File: config.mk
export PLATFORM = sky130hd
export DESIGN_NAME = status_readout_dev_flat
export DESIGN_NICKNAME = d
export VERILOG_FILES = /design/src/status_readout_pkg.sv /design/src/status_readout_if.sv /design/src/status_readout_dev.sv /design/src/flat_wrapper.sv
export VERILOG_INCLUDE_DIRS = /design/src
export SDC_FILE = /design/constraint.sdc
export NUM_CORES = 1
export LEC_CHECK = 0
export ABC_AREA = 1
export BUFFER_PORTS_ARGS = -buffer_cell sky130_fd_sc_hd__clkbuf_2
export CORE_ASPECT_RATIO = 1.5
export CORE_MARGIN = 10
export CORE_UTILIZATION = 45
export CTS_CLUSTER_DIAMETER = 80
export DETAILED_ROUTE_END_ITERATION = 8
export PLACE_DENSITY = 0.74
export RECOVER_POWER = 100
export REMOVE_ABC_BUFFERS = 1
export SLEW_MARGIN = 10
export SYNTH_ARGS = -nofsm -noshare
export SYNTH_HDL_FRONTEND = slang
export SYNTH_SLANG_ARGS = --single-unit
File: constraint.sdc
create_clock -name REF_CLK -period 2 [get_ports REF_CLK]
set_input_delay 0.2 -clock REF_CLK [delete_from_list [all_inputs] [get_ports REF_CLK]]
set_output_delay 0.2 -clock REF_CLK [all_outputs]
set_load 0.01 [all_outputs]
File: src/status_readout_map.svh
`ifndef STATUS_READOUT_MAP_SVH
`define STATUS_READOUT_MAP_SVH
// Overview of operation
// group select uses 000b, 001b, 010b, 101b only
// 16-bit status word chosen by group and function
// index 0-1 physical, 2-7 virtual functions
// user places index, then asserts request
// request presents selected function's values
// completion pulses exactly one clock cycle
// bit 0 io enable; endpoint filters io as UR
// root ignores enables; user gates downstream traffic
// bit 1 memory enable; endpoint filters memory as UR
// bit 2 bus master; user requests only when set
// root port user ignores bus master bit
// bit 3 interrupt disable blocks legacy INTx
// bit 4 serr or device control enables reporting
// root forwards secondary errors only with serr
// user holds inputs until completion, samples after

// ----------------------------------------
// readout port geometry
// ----------------------------------------
`define FN_W 3
`define GRP_W 3
`define DATA_W 16
`define FN_COUNT 8
`define PF_COUNT 2

// ----------------------------------------
// group select encodings
// ----------------------------------------
`define GRP_COMMAND 3'h0
`define GRP_DEVICE 3'h1
`define GRP_TWO 3'h2
`define GRP_FIVE 3'h5

// ----------------------------------------
// command field positions and reset values
// ----------------------------------------
`define CMD_W 5
`define CMD_IO_BIT 0
`define CMD_MEM_BIT 1
`define CMD_BME_BIT 2
`define CMD_INTX_DIS_BIT 3
`define CMD_SERR_BIT 4
`define CMD_RST 5'h00
`define DEVCTL_W 2
`define DEVCTL_NF_BIT 0
`define DEVCTL_FATAL_BIT 1
`define DEVCTL_RST 2'h0
`define DEVCTL_LSB 5
`endif

File: src/status_readout_pkg.sv
package status_readout_pkg;
`include "status_readout_map.svh"

    typedef enum logic [1:0] {
        DEV_IDLE = 2'b00,
        DEV_DONE = 2'b01,
        DEV_HOLD = 2'b10
    } dev_state_t;

    typedef enum logic [0:0] {
        USR_IDLE = 1'b0,
        USR_REQ = 1'b1
    } usr_state_t;

    // ----------------------------------------
    // group decode shared by both ends
    // ----------------------------------------
    function automatic logic grp_reserved(input logic [`GRP_W-1:0] g);
        grp_reserved = !(g == `GRP_COMMAND || g == `GRP_DEVICE ||
            g == `GRP_TWO || g == `GRP_FIVE);
    endfunction
endpackage

File: src/status_readout_if.sv
`timescale 1ns/1ps
`include "status_readout_map.svh"
interface status_readout_if;
    logic [`GRP_W-1:0] group_sel;
    logic [`FN_W-1:0] func_num;
    logic request;
    logic [`DATA_W-1:0] status_data;
    logic update_done;

    modport dev (
        input group_sel,
        input func_num,
        input request,
        output status_data,
        output update_done
    );

    modport usr (
        output group_sel,
        output func_num,
        output request,
        input status_data,
        input update_done
    );
endinterface

File: src/status_readout_dev.sv
`timescale 1ns/1ps
`include "status_readout_map.svh"
module status_readout_dev
    import status_readout_pkg::*;
(
    input wire logic REF_CLK,
    input wire logic SRST,
    input wire logic CE,
    status_readout_if.dev PORT,
    input wire logic ROOT_MODE,
    input wire logic CFG_WR,
    input wire logic [`FN_W-1:0] CFG_WR_FN,
    input wire logic [`CMD_W-1:0] CFG_WR_CMD,
    input wire logic [`DEVCTL_W-1:0] CFG_WR_DEVCTL,
    input wire logic RX_REQ,
    input wire logic RX_IS_IO,
    input wire logic [`FN_W-1:0] RX_FN,
    output logic RX_ACCEPT,
    output logic RX_UR,
    input wire logic INTX_REQ,
    input wire logic [`FN_W-1:0] INTX_FN,
    output logic INTX_ASSERT,
    input wire logic ERR_NF_EV,
    input wire logic ERR_FATAL_EV,
    input wire logic ERR_FWD,
    input wire logic [`FN_W-1:0] ERR_FN,
    output logic ERR_NF_MSG,
    output logic ERR_FATAL_MSG
);

    // ----------------------------------------
    // state
    // ----------------------------------------
    typedef struct packed {
        dev_state_t state;
        logic [`FN_COUNT-1:0][`CMD_W-1:0] cmd;
        logic [`FN_COUNT-1:0][`DEVCTL_W-1:0] devctl;
        logic [`DATA_W-1:0] data;
        logic accept;
        logic ur;
        logic intx;
        logic nf_msg;
        logic fatal_msg;
    } dev_regs_t;

    dev_regs_t state_reg;
    dev_regs_t state_next;

    // ----------------------------------------
    // status word builder
    // ----------------------------------------
    // group and function
    function automatic logic [`DATA_W-1:0] status_word(
        input logic [`GRP_W-1:0] g,
        input logic [`CMD_W-1:0] c,
        input logic [`DEVCTL_W-1:0] d
    );
        logic [`DATA_W-1:0] w;
        w = '0;
        if (grp_reserved(g))
        begin
            w = '0;
        end
        else if (g == `GRP_COMMAND)
        begin
            w[`CMD_W-1:0] = c;
        end
        else if (g == `GRP_DEVICE)
        begin
            // reporting enables sit above the status bits
            w[`DEVCTL_LSB + `DEVCTL_W - 1:`DEVCTL_LSB] = d;
        end
        status_word = w;
    endfunction

    // serr or devctl
    function automatic logic report_ok(
        input logic [`CMD_W-1:0] c,
        input logic devbit
    );
        report_ok = c[`CMD_SERR_BIT] | devbit;
    endfunction

    logic [`CMD_W-1:0] rx_cmd;
    logic [`CMD_W-1:0] err_cmd;
    logic [`DEVCTL_W-1:0] err_dev;
    logic space_on;

    always_comb
    begin
        rx_cmd = state_reg.cmd[RX_FN];
        err_cmd = state_reg.cmd[ERR_FN];
        err_dev = state_reg.devctl[ERR_FN];
        space_on = RX_IS_IO ? rx_cmd[`CMD_IO_BIT] : rx_cmd[`CMD_MEM_BIT];
    end

    // ----------------------------------------
    // next state
    // ----------------------------------------
    always_comb
    begin
        state_next = state_reg;
        state_next.accept = 1'b0;
        state_next.ur = 1'b0;
        state_next.nf_msg = 1'b0;
        state_next.fatal_msg = 1'b0;

        // index pf then vf
        // config writes land per function, index maps pf then vf
        if (CFG_WR)
        begin
            state_next.cmd[CFG_WR_FN] = CFG_WR_CMD;
            state_next.devctl[CFG_WR_FN] = CFG_WR_DEVCTL;
        end

        // incoming request filtering
        if (RX_REQ)
        begin
            if (ROOT_MODE)
            begin
                // root ignores enables
                state_next.accept = 1'b1;
            end
            else if (space_on)
            begin
                state_next.accept = 1'b1;
            end
            else
            begin
                // io filtered UR
                // memory filtered UR
                state_next.ur = 1'b1;
            end
        end

        // intx disable gate
        state_next.intx = INTX_REQ &
            ~state_reg.cmd[INTX_FN][`CMD_INTX_DIS_BIT];

        // error message generation
        if (ERR_FWD)
        begin
            // root forwards with serr
            // endpoints have no secondary side, so forwarded ones drop
            if (ROOT_MODE && err_cmd[`CMD_SERR_BIT])
            begin
                state_next.nf_msg = ERR_NF_EV;
                state_next.fatal_msg = ERR_FATAL_EV;
            end
        end
        else
        begin
            // either enable reports
            state_next.nf_msg = ERR_NF_EV &
                report_ok(err_cmd, err_dev[`DEVCTL_NF_BIT]);
            state_next.fatal_msg = ERR_FATAL_EV &
                report_ok(err_cmd, err_dev[`DEVCTL_FATAL_BIT]);
        end

        // readout handshake
        unique case (state_reg.state)
            DEV_IDLE:
            begin
                if (PORT.request)
                begin
                    // present selected function
                    state_next.data = status_word(PORT.group_sel,
                        state_reg.cmd[PORT.func_num],
                        state_reg.devctl[PORT.func_num]);
                    state_next.state = DEV_DONE;
                end
            end
            DEV_DONE:
            begin
                // single cycle done
                state_next.state = DEV_HOLD;
            end
            DEV_HOLD:
            begin
                // a held request must not retrigger a second pulse
                if (!PORT.request)
                begin
                    state_next.state = DEV_IDLE;
                end
            end
            default:
            begin
                state_next.state = DEV_IDLE;
            end
        endcase
    end

    // ----------------------------------------
    // registers
    // ----------------------------------------
    always_ff @(posedge REF_CLK)
    begin
        if (SRST)
        begin
            state_reg <= '0;
            state_reg.state <= DEV_IDLE;
            for (int i = 0; i < `FN_COUNT; i++)
            begin
                state_reg.cmd[i] <= `CMD_RST;
                state_reg.devctl[i] <= `DEVCTL_RST;
            end
        end
        else if (CE)
        begin
            state_reg <= state_next;
        end
    end

    // ----------------------------------------
    // outputs
    // ----------------------------------------
    assign PORT.status_data = state_reg.data;
    assign PORT.update_done = (state_reg.state == DEV_DONE);
    assign RX_ACCEPT = state_reg.accept;
    assign RX_UR = state_reg.ur;
    assign INTX_ASSERT = state_reg.intx;
    assign ERR_NF_MSG = state_reg.nf_msg;
    assign ERR_FATAL_MSG = state_reg.fatal_msg;

endmodule // status_readout_dev

File: src/flat_wrapper.sv
// flat-port wrapper written by rule: the top's interface ports become plain ports
module status_readout_dev_flat import status_readout_pkg::*;
  (REF_CLK, SRST, CE, ROOT_MODE, CFG_WR, CFG_WR_FN, CFG_WR_CMD, CFG_WR_DEVCTL, RX_REQ, RX_IS_IO, RX_FN, RX_ACCEPT, RX_UR, INTX_REQ, INTX_FN, INTX_ASSERT, ERR_NF_EV, ERR_FATAL_EV, ERR_FWD, ERR_FN, ERR_NF_MSG, ERR_FATAL_MSG, PORT_group_sel, PORT_func_num, PORT_request, PORT_status_data, PORT_update_done);
  status_readout_if PORT_i ();
  input wire logic REF_CLK;
  input wire logic SRST;
  input wire logic CE;
  input wire logic ROOT_MODE;
  input wire logic CFG_WR;
  input wire logic [`FN_W-1:0] CFG_WR_FN;
  input wire logic [`CMD_W-1:0] CFG_WR_CMD;
  input wire logic [`DEVCTL_W-1:0] CFG_WR_DEVCTL;
  input wire logic RX_REQ;
  input wire logic RX_IS_IO;
  input wire logic [`FN_W-1:0] RX_FN;
  output logic RX_ACCEPT;
  output logic RX_UR;
  input wire logic INTX_REQ;
  input wire logic [`FN_W-1:0] INTX_FN;
  output logic INTX_ASSERT;
  input wire logic ERR_NF_EV;
  input wire logic ERR_FATAL_EV;
  input wire logic ERR_FWD;
  input wire logic [`FN_W-1:0] ERR_FN;
  output logic ERR_NF_MSG;
  output logic ERR_FATAL_MSG;
  input wire logic [$bits(PORT_i.group_sel)-1:0] PORT_group_sel;
  input wire logic [$bits(PORT_i.func_num)-1:0] PORT_func_num;
  input wire logic [$bits(PORT_i.request)-1:0] PORT_request;
  output wire logic [$bits(PORT_i.status_data)-1:0] PORT_status_data;
  output wire logic [$bits(PORT_i.update_done)-1:0] PORT_update_done;
  assign PORT_i.group_sel = PORT_group_sel;
  assign PORT_i.func_num = PORT_func_num;
  assign PORT_i.request = PORT_request;
  assign PORT_status_data = PORT_i.status_data;
  assign PORT_update_done = PORT_i.update_done;
  status_readout_dev u_core (.REF_CLK(REF_CLK), .SRST(SRST), .CE(CE), .PORT(PORT_i), .ROOT_MODE(ROOT_MODE), .CFG_WR(CFG_WR), .CFG_WR_FN(CFG_WR_FN), .CFG_WR_CMD(CFG_WR_CMD), .CFG_WR_DEVCTL(CFG_WR_DEVCTL), .RX_REQ(RX_REQ), .RX_IS_IO(RX_IS_IO), .RX_FN(RX_FN), .RX_ACCEPT(RX_ACCEPT), .RX_UR(RX_UR), .INTX_REQ(INTX_REQ), .INTX_FN(INTX_FN), .INTX_ASSERT(INTX_ASSERT), .ERR_NF_EV(ERR_NF_EV), .ERR_FATAL_EV(ERR_FATAL_EV), .ERR_FWD(ERR_FWD), .ERR_FN(ERR_FN), .ERR_NF_MSG(ERR_NF_MSG), .ERR_FATAL_MSG(ERR_FATAL_MSG));
endmodule
==> results of run 1 <==
## layout by cell type, fill, tap and decap left out, types with 2 or more instances in the layout
master	synthesis	routed
nand2_1	96	96
clkbuf_1	15	15
conb_1	1	9
a211oi_2	36	28
nor2_1	50	53
a21oi_1	51	51
buf_12	0	2
nor2_4	5	3
nand4_1	2	2
dfxtp_1	70	70
clkbuf_2	0	34
a211oi_1	6	14
o21ai_0	26	26
nand3_1	44	45
inv_1	65	72
nor2_2	4	3
bufinv_16	0	3
clkbuf_16	0	9
o211ai_1	18	18
## metal layers
layer  vias up  track usage [%]
li1       1795                -
met1      1734             19.5
met2       133             28.9
met3        26             3.39
met4         0             9.16
met5         -                0
## layout make-up
type,count,area (sq um)
Timing Repair Buffer,52,275
Multi-Input combinational cell,353,1920
Clock buffer,11,243
Inverter,75,284
Fill cell,891,4170
Tap cell,107,134
Clock inverter,4,95.1
Sequential cell,70,1400
## tightest hold or removal path, delay by kind of cell
family,cells,cell delay (ns)
and+or+nand+nor,1,0.09
buffers and inverters,1,0.08
AOI/OAI and AO/OA,1,0.06
## path summary, 6_finish.rpt
check	start	to	slack, ns	cells past startpoint
worst max-delay path	u_core.state_reg[77]$_SDFFE_PP0P_	u_core.PORT.status_data[3]$_SDFFE_PP0P_	0.44	5
worst max register to register	u_core.state_reg[77]$_SDFFE_PP0P_	u_core.PORT.status_data[3]$_SDFFE_PP0P_	0.44	5
worst min-delay path	INTX_REQ	u_core.INTX_ASSERT$_SDFFE_PP0P_	0.14	3
worst min register to register	u_core.state_reg[39]$_SDFFE_PP0P_	u_core.state_reg[39]$_SDFFE_PP0P_	0.46	2
## power by group through the flow
| stage | sequential (mW) | combinational (mW) | clock, mW |
|---|---|---|---|
| global route | 1.44 | 0.427 | 1.89 |
| CTS | 1.44 | 0.392 | 1.85 |
| detailed placement | 1.47 | 0.390 | 0 |
| floorplan | 1.47 | 0.199 | 0 |
| global placement | 1.47 | 0.384 | 0 |
| finish | 1.44 | 0.383 | 1.83 |
## cell families (layout without fill, tap and decap cells)
family                 Yosys count  in the layout  share of synthesized area [%]
AO/OA/AOI/OAI                  138            138                           25.8
buffers and inverters          124            142                           15.0
AND/OR/NAND/NOR                206            206                           23.6
flip-flops                      70             70                           35.5
other                            1              9                         0.0949
==> results.sh, run 1 <==
export IMPL_status="finished clean"
export IMPL_netlist_area_sq_um=3950
export IMPL_fp_coreArea_sq_um=8520
export IMPL_switching_share_pct=23.6
export IMPL_grt_pass1_wl_um=17300
export IMPL_crit_path_start_kind="flip-flop"
export IMPL_grt_usage_pct=17.1
export IMPL_synth_warnings=0
export IMPL_path_clk_slew_ns=0.06
export IMPL_power_mw=3.65
export IMPL_drv_cap=0
export IMPL_worstPathRequired_ns=2.27
export IMPL_power_leakage_nw=1.71
export IMPL_relSlewSlack_pct=57.3
export IMPL_cts_setup_buffers=0
export IMPL_p_comb_share_pct=10.5
export IMPL_arrival_ns=1.83
export IMPL_final_util_pct=51.1
export IMPL_seq_power_share_pct=39.5
export IMPL_boundaryPins=59
export IMPL_synth_edf_count=0
export IMPL_initial_utilization_pct=46.4
export IMPL_cts_sinks=70
export IMPL_irDropWorstVdd_uv=504
export IMPL_clockPowerShare_pct=50.1
export IMPL_ys_ff_latch=70
export IMPL_vias=3688
export IMPL_place_ws_ns=0.476
export IMPL_instances_no_fill=672
export IMPL_drc=0
export IMPL_vias_per_cell=5.49
export IMPL_cp_max_fo=10
export IMPL_setup_viol=0
export IMPL_syn_area_per_cell_sq_um=7.33
export IMPL_skew_ns=0.00553
export IMPL_die_w_um=96.5
export IMPL_postCtsHoldBufs=0
export IMPL_period_minus_slack_ns=1.56
export IMPL_gr_total_overflow=0
export IMPL_die_height_um=135
export IMPL_period_share_pct=77.9
export IMPL_p_int_mw=2.79
export IMPL_slew_violations=0
export IMPL_h_tree_depth=3
export IMPL_synth_flop_cell="dfxtp_1"
export IMPL_fin_nets=598
export IMPL_synthTopCellsByCount="nand2_1 (96), dfxtp_1 (70), inv_1 (65), a21oi_1 (51), nor2_1 (50)"
export IMPL_placed_area_sq_um=4100
export IMPL_p_sw_mw=0.860
export IMPL_antenna_found_initial=0
export IMPL_rows=41
export IMPL_firstDrtPassIters=5
export IMPL_critPathSlowestCell="nor4_4"
export IMPL_wl_met1_um=4470
export IMPL_crit_type="reg2reg"
export IMPL_cts_root_buf="clkbuf_16"
export IMPL_pwr_density_cell_nw_per_um2=840
export IMPL_cts_buffers=9
export IMPL_antenna_left=0
export IMPL_clockBufferDepth=2
export IMPL_crit_buf_inv=0
export IMPL_fin_area_sq_um=4350
export IMPL_ys_seq_area_share_pct=35.5
export IMPL_grt_setup_unrepaired="false"
export IMPL_fin_ws_ns=0.442
export IMPL_worstSetupEndpointType="flip-flop"
export IMPL_diodes=0
export IMPL_area_delta_synth_final_pct=10.1
export IMPL_ys_top_cells_by_area="dfxtp_1 (35%), a211oi_2 (11%), nand2_1 (9.1%), a21oi_1 (6.5%), inv_1 (6.2%)"
export IMPL_grt_start_max_net_pins=71
export IMPL_dp_hpwl_um=8060
export IMPL_yosysTopAreaCell="dfxtp_1"
export IMPL_drive_gt1_share_pct=16.1
export IMPL_cp_top_family="simple AND/OR/NAND/NOR gates"
export IMPL_cts_tree="yes"
export IMPL_wire_per_inst_um=16.6
export IMPL_numPlacedInstances=657
export IMPL_wl_met2_um=5510
export IMPL_ys_types=28
export IMPL_synth_top_area_share_pct=35.5
export IMPL_die_area_sq_um=13000
export IMPL_portBuffers=49
export IMPL_worstPathCellList="nor2_2 > nand3_1 > nor4_4 > o211ai_1 > a21oi_1"
export IMPL_largest_reg_flops=58
export IMPL_holdWs_ns=0.136
export IMPL_yosysMostFrequentCell="nand2_1"
export IMPL_finalHoldViolations=0
export IMPL_hp_class="in2reg"
export IMPL_worst_pin_slew_ns=0.639
export IMPL_routed_wl_um=11100
export IMPL_wl_met3_um=757
export IMPL_insertion_delay_ns=0.34
export IMPL_cts_resized=0
export IMPL_grt_pass1_vias=3476
export IMPL_critical_path_max_stage_delay_ns=0.41
export IMPL_max_freq_mhz=642
export IMPL_synthCells=539
export IMPL_top_layer_used="met4"
export IMPL_async_flop_share_pct=0
export IMPL_drtIter0Drc=329
export IMPL_place_gp_congestion=0.890
export IMPL_fin_setup_tns_ns=0
(Power assumes the default switching activity.)
==> run 2, diff against run 1 <==
--- a/config.mk
+++ b/config.mk
@@ -13,7 +13,7 @@
 export CORE_UTILIZATION = 45
 export CTS_CLUSTER_DIAMETER = 80
 export DETAILED_ROUTE_END_ITERATION = 8
-export PLACE_DENSITY = 0.74
+export PLACE_DENSITY = 0.77
 export RECOVER_POWER = 100
 export REMOVE_ABC_BUFFERS = 1
 export SLEW_MARGIN = 10
==> constraint.sdc (replaced) <==
create_clock -name REF_CLK -period 1.3 [get_ports REF_CLK]
set_input_delay 0.13 -clock REF_CLK [delete_from_list [all_inputs] [get_ports REF_CLK]]
set_output_delay 0.13 -clock REF_CLK [all_outputs]
set_load 0.01 [all_outputs]
==> results.sh, run 2 (synthesis gave the netlist of run 1 again) <==
export IMPL_cp_startpoint="u_core.state_reg[78]$_SDFFE_PP0P_"
export IMPL_cts_tree="yes"
export IMPL_drive_gt1_share_pct=18.9
export IMPL_cts_root_buf="clkbuf_16"
export IMPL_die_area_sq_um=13000
export IMPL_finalHoldViolations=0
export IMPL_arrival_ns=1.47
export IMPL_largest_reg_flops=58
export IMPL_place_ws_ns=-0.0148
export IMPL_grt_pass1_vias=3652
export IMPL_relSlewSlack_pct=57.8
export IMPL_area_delta_synth_final_pct=12.3
export IMPL_grt_setup_unrepaired="false"
export IMPL_routed_wl_um=11100
export IMPL_final_cell_mix="nand2_1 (96), inv_1 (73), dfxtp_1 (69), nor2_1 (51), a21oi_1 (50)"
export IMPL_slew_violations=0
export IMPL_fin_area_sq_um=4440
export IMPL_status="finished clean"
export IMPL_postCtsHoldBufs=0
export IMPL_rows=41
export IMPL_wire_per_inst_um=16.1
export IMPL_portBuffers=49
export IMPL_crit_path_start_kind="flip-flop"
export IMPL_fin_ws_ns=0.0897
export IMPL_cp_max_fo=5
export IMPL_vias=3745
export IMPL_boundaryPins=59
export IMPL_worst_pin_slew_ns=0.632
export IMPL_grt_start_max_net_pins=71
export IMPL_dp_hpwl_um=8070
export IMPL_vias_per_cell=5.44
export IMPL_setup_viol=0
export IMPL_max_freq_mhz=826
export IMPL_mostFrequentLayoutCell="nand2_1"
export IMPL_power_leakage_nw=1.76
export IMPL_diodes=0
export IMPL_insertion_delay_ns=0.33
export IMPL_place_gp_congestion=0.946
export IMPL_cts_sinks=70
export IMPL_fp_coreArea_sq_um=8520
export IMPL_worstPathRequired_ns=1.56
export IMPL_cp_top_family="simple AND/OR/NAND/NOR gates"
export IMPL_gr_total_overflow=0
export IMPL_critical_path_max_stage_delay_ns=0.34
export IMPL_drc=0
export IMPL_h_tree_depth=3
export IMPL_initial_utilization_pct=46.4
export IMPL_placed_area_sq_um=4210
export IMPL_clockBufferDepth=2
export IMPL_grt_pass1_wl_um=17700
export IMPL_fin_setup_tns_ns=0
export IMPL_rr_startpoint="u_core.state_reg[78]$_SDFFE_PP0P_"
export IMPL_antenna_left=0
export IMPL_grt_usage_pct=17.2
export IMPL_antenna_found_initial=0
export IMPL_holdWs_ns=0.0564
export IMPL_firstDrtPassIters=5
export IMPL_die_height_um=135
export IMPL_skew_ns=0.00539
export IMPL_worstSetupEndpointType="flip-flop"
export IMPL_path_clk_slew_ns=0.06
export IMPL_fin_nets=614
export IMPL_irDropWorstVdd_uv=723
export IMPL_power_mw=5.35
export IMPL_critPathSlowestCell="dfxtp_2"
export IMPL_die_w_um=96.5
export IMPL_pwr_density_cell_nw_per_um2=1210
export IMPL_drtIter0Drc=360
export IMPL_crit_type="reg2reg"
export IMPL_period_minus_slack_ns=1.21
export IMPL_worstPathCellList="nor2_2 > nand3_4 > nor4_4 > buf_6 > nand3_2 > a21oi_1"
export IMPL_period_share_pct=93.1
export IMPL_cts_buffers=9
export IMPL_crit_buf_inv=1
export IMPL_min_from="INTX_REQ"
export IMPL_drv_cap=0
export IMPL_hp_class="in2reg"
-- run 2: final timing paths --
| path | to | slack [ns] | cells after the start |
|---|---|---|---|
| hold reg to reg | u_core.state_reg[59]$_SDFFE_PP0P_ | 0.47 | 2 |
| setup / recovery | u_core.PORT.status_data[4]$_SDFFE_PP0P_ | 0.09 | 6 |
| setup reg to reg | u_core.PORT.status_data[4]$_SDFFE_PP0P_ | 0.09 | 6 |
| hold / removal | u_core.INTX_ASSERT$_SDFFE_PP0P_ | 0.06 | 3 |
-- run 2: stage by stage --
step           std cells  util [%]
6_report             689      52.1
5_1_grt              689      52.1
4_1_cts              688      53.0
3_5_place_dp         672      49.5
3_3_place_gp         672      49.5
2_1_floorplan        498         -
-- run 2: cell type report --
class	instances	area, sq um
fill	851	4080
clock inverter	7	80.1
sequential	70	1400
clock buffer	9	225
multi-input combinational	353	1920
inverter	75	282
timing repair buffer	68	394
tap	107	134
-- run 2: repair_timing --
| item | 4_1_cts | 5_1_grt |
|---|---|---|
| hold endpoints to repair | 0 | 0 |
| resized for setup | 0 | 8 |
| setup endpoints to repair | 0 | 7 |
| setup buffers | 0 | 1 |
-- run 2: report_power, final --
group / internal (mW) / switching, mW
clock network: 1.51 / 1.00
registers: 2.19 / 0.0211
logic: 0.214 / 0.413
-- run 2: tightest hold or removal path, cell delays in order --
cell	delay [ns]
clkbuf_2	0.08
nand4_1	0.08
a21oi_1	0.06
-- run 2: routing by layer --
| metal | global-route usage, % | wire length [um] |
|---|---|---|
| met5 | 0 | 0 |
| met3 | 3.33 | 777 |
| met1 | 19.3 | 4220 |
| met2 | 30.4 | 5750 |
| met4 | 7.05 | 358 |
==> run 3, diff against run 2 <==
--- a/config.mk
+++ b/config.mk
@@ -13,6 +13,8 @@
 export CORE_UTILIZATION = 45
 export CTS_CLUSTER_DIAMETER = 80
 export DETAILED_ROUTE_END_ITERATION = 8
+export GPL_TIMING_DRIVEN = 0
+export MAX_ROUTING_LAYER = met4
 export PLACE_DENSITY = 0.77
 export RECOVER_POWER = 100
 export REMOVE_ABC_BUFFERS = 1
==> constraint.sdc (replaced) <==
create_clock -name REF_CLK -period 1.3 [get_ports REF_CLK]
set_input_delay 0.39 -clock REF_CLK [delete_from_list [all_inputs] [get_ports REF_CLK]]
set_output_delay 0.39 -clock REF_CLK [all_outputs]
set_load 0.01 [all_outputs]
==> results.sh, run 3 (synthesis gave the netlist of run 1 again) <==
export IMPL_die_height_um=135
export IMPL_grt_start_max_net_pins=49
export IMPL_hp_class="in2reg"
export IMPL_postCtsHoldBufs=0
export IMPL_period_share_pct=102
export IMPL_max_freq_mhz=753
export IMPL_diodes=0
export IMPL_antenna_left=0
export IMPL_crit_path_start_kind="flip-flop"
export IMPL_power_leakage_nw=1.75
export IMPL_path_clk_slew_ns=0.06
export IMPL_die_area_sq_um=13000
export IMPL_grt_pass1_wl_um=17400
export IMPL_mostFrequentLayoutCell="nand2_1"
export IMPL_fin_ws_ns=-0.0284
export IMPL_routed_wl_um=10700
export IMPL_cts_root_buf="clkbuf_16"
export IMPL_placed_area_sq_um=4080
export IMPL_vias=3684
export IMPL_period_minus_slack_ns=1.33
export IMPL_slew_violations=0
export IMPL_area_delta_synth_final_pct=13.9
export IMPL_place_gp_congestion=0.871
export IMPL_boundaryPins=59
export IMPL_fillers=819
export IMPL_dp_hpwl_um=7490
export IMPL_drv_cap=0
export IMPL_grt_pass1_vias=3579
export IMPL_status="complete, but fails checks"
export IMPL_arrival_ns=0.94
export IMPL_drtIter0Drc=222
export IMPL_antenna_found_initial=0
export IMPL_h_tree_depth=3
export IMPL_initial_utilization_pct=46.4
export IMPL_worstPathRequired_ns=0.91
export IMPL_pwr_density_cell_nw_per_um2=1170
export IMPL_largest_reg_flops=58
export IMPL_finalHoldViolations=0
export IMPL_violations="negative setup slack"
export IMPL_insertion_delay_ns=0.34
export IMPL_drc=0
export IMPL_drive_gt1_share_pct=21.4
export IMPL_fp_coreArea_sq_um=8520
export IMPL_grt_usage_pct=17.4
export IMPL_fin_area_sq_um=4500
export IMPL_final_cell_mix="nand2_1 (96), dfxtp_1 (69), inv_1 (62), a21oi_1 (51), nor2_1 (50)"
export IMPL_fin_nets=604
export IMPL_grt_setup_unrepaired="true"
export IMPL_vias_per_cell=5.43
export IMPL_cts_tree="yes"
export IMPL_crit_type="reg2out"
export IMPL_regArea_sq_um=1410
export IMPL_min_from="INTX_REQ"
export IMPL_cp_startpoint="u_core.state_reg[77]$_SDFFE_PP0P_"
export IMPL_die_w_um=96.5
export IMPL_cts_sinks=70
export IMPL_rows=41
export IMPL_portBuffers=49
export IMPL_firstDrtPassIters=6
export IMPL_worstSetupEndpointType="output port"
export IMPL_skew_ns=0.00710
export IMPL_multi_input_area_sq_um=2000
export IMPL_gr_total_overflow=0
export IMPL_wire_per_inst_um=15.8
export IMPL_irDropWorstVdd_uv=780
export IMPL_rr_startpoint="u_core.state_reg[77]$_SDFFE_PP0P_"
export IMPL_power_mw=5.28
export IMPL_cp_max_fo=4
export IMPL_setup_viol=1
export IMPL_clockBufferDepth=2
export IMPL_cts_buffers=9
-- run 3: critical path: stages, from the launching register on --
cell,delay [ns]
dfxtp_4,0.36
inv_2,0.04
nor2_4,0.09
buf_6,0.11
-- run 3: cell type report --
class,count,area share (%)
flip-flops and latches,70,31.2
clock inverters,4,1.06
well taps,107,2.97
inverters,75,6.56
repair buffers,58,8.34
clock buffers,11,5.39
multi-input cells,353,44.5
-- run 3: where the power goes --
| part | switching, mW | internal (mW) |
|---|---|---|
| combinational | 0.419 | 0.216 |
| sequential | 0.0215 | 2.19 |
| clock | 0.915 | 1.52 |
| total | 1.35 | 3.93 |
-- run 3: per-stage QoR --
stage          std cells  setup TNS (ns)  util, %  hold WS, ns  setup slack, ns
2_1_floorplan        498               0        -        0.431           0.0991
3_3_place_gp         654          -45.61     47.6        0.446           -0.690
3_5_place_dp         655          -19.68     47.9        0.455           -0.713
4_1_cts              678          -0.212     52.8        0.317          -0.0790
5_1_grt              678           -1.00     52.9        0.356          -0.0673
6_report             678         -0.0284     52.9        0.312          -0.0284
-- run 3: worst paths after layout --
kind | endpoint | slack [ns] | cells after the start
max | PORT_update_done | -0.03 | 3
min | u_core.INTX_ASSERT$_SDFFE_PP0P_ | 0.31 | 3
max reg2reg | u_core.PORT.status_data[4]$_SDFFE_PP0P_ | 0.02 | 6
min reg2reg | u_core.state_reg[59]$_SDFFE_PP0P_ | 0.46 | 2
-- run 3: routing by layer --
layer	wire length, um	global-route usage (%)	vias to the layer above
li1	-	-	1811
met1	3920	18.1	1716
met2	5660	29.5	124
met3	706	2.66	33
met4	441	10.9	0
met5	0	-	-
-- run 3: what timing repair did --
action,in CTS,in global routing
setup endpoints to repair,24,25
pin swaps,3,2
resized for setup,11,15
setup buffers,8,0
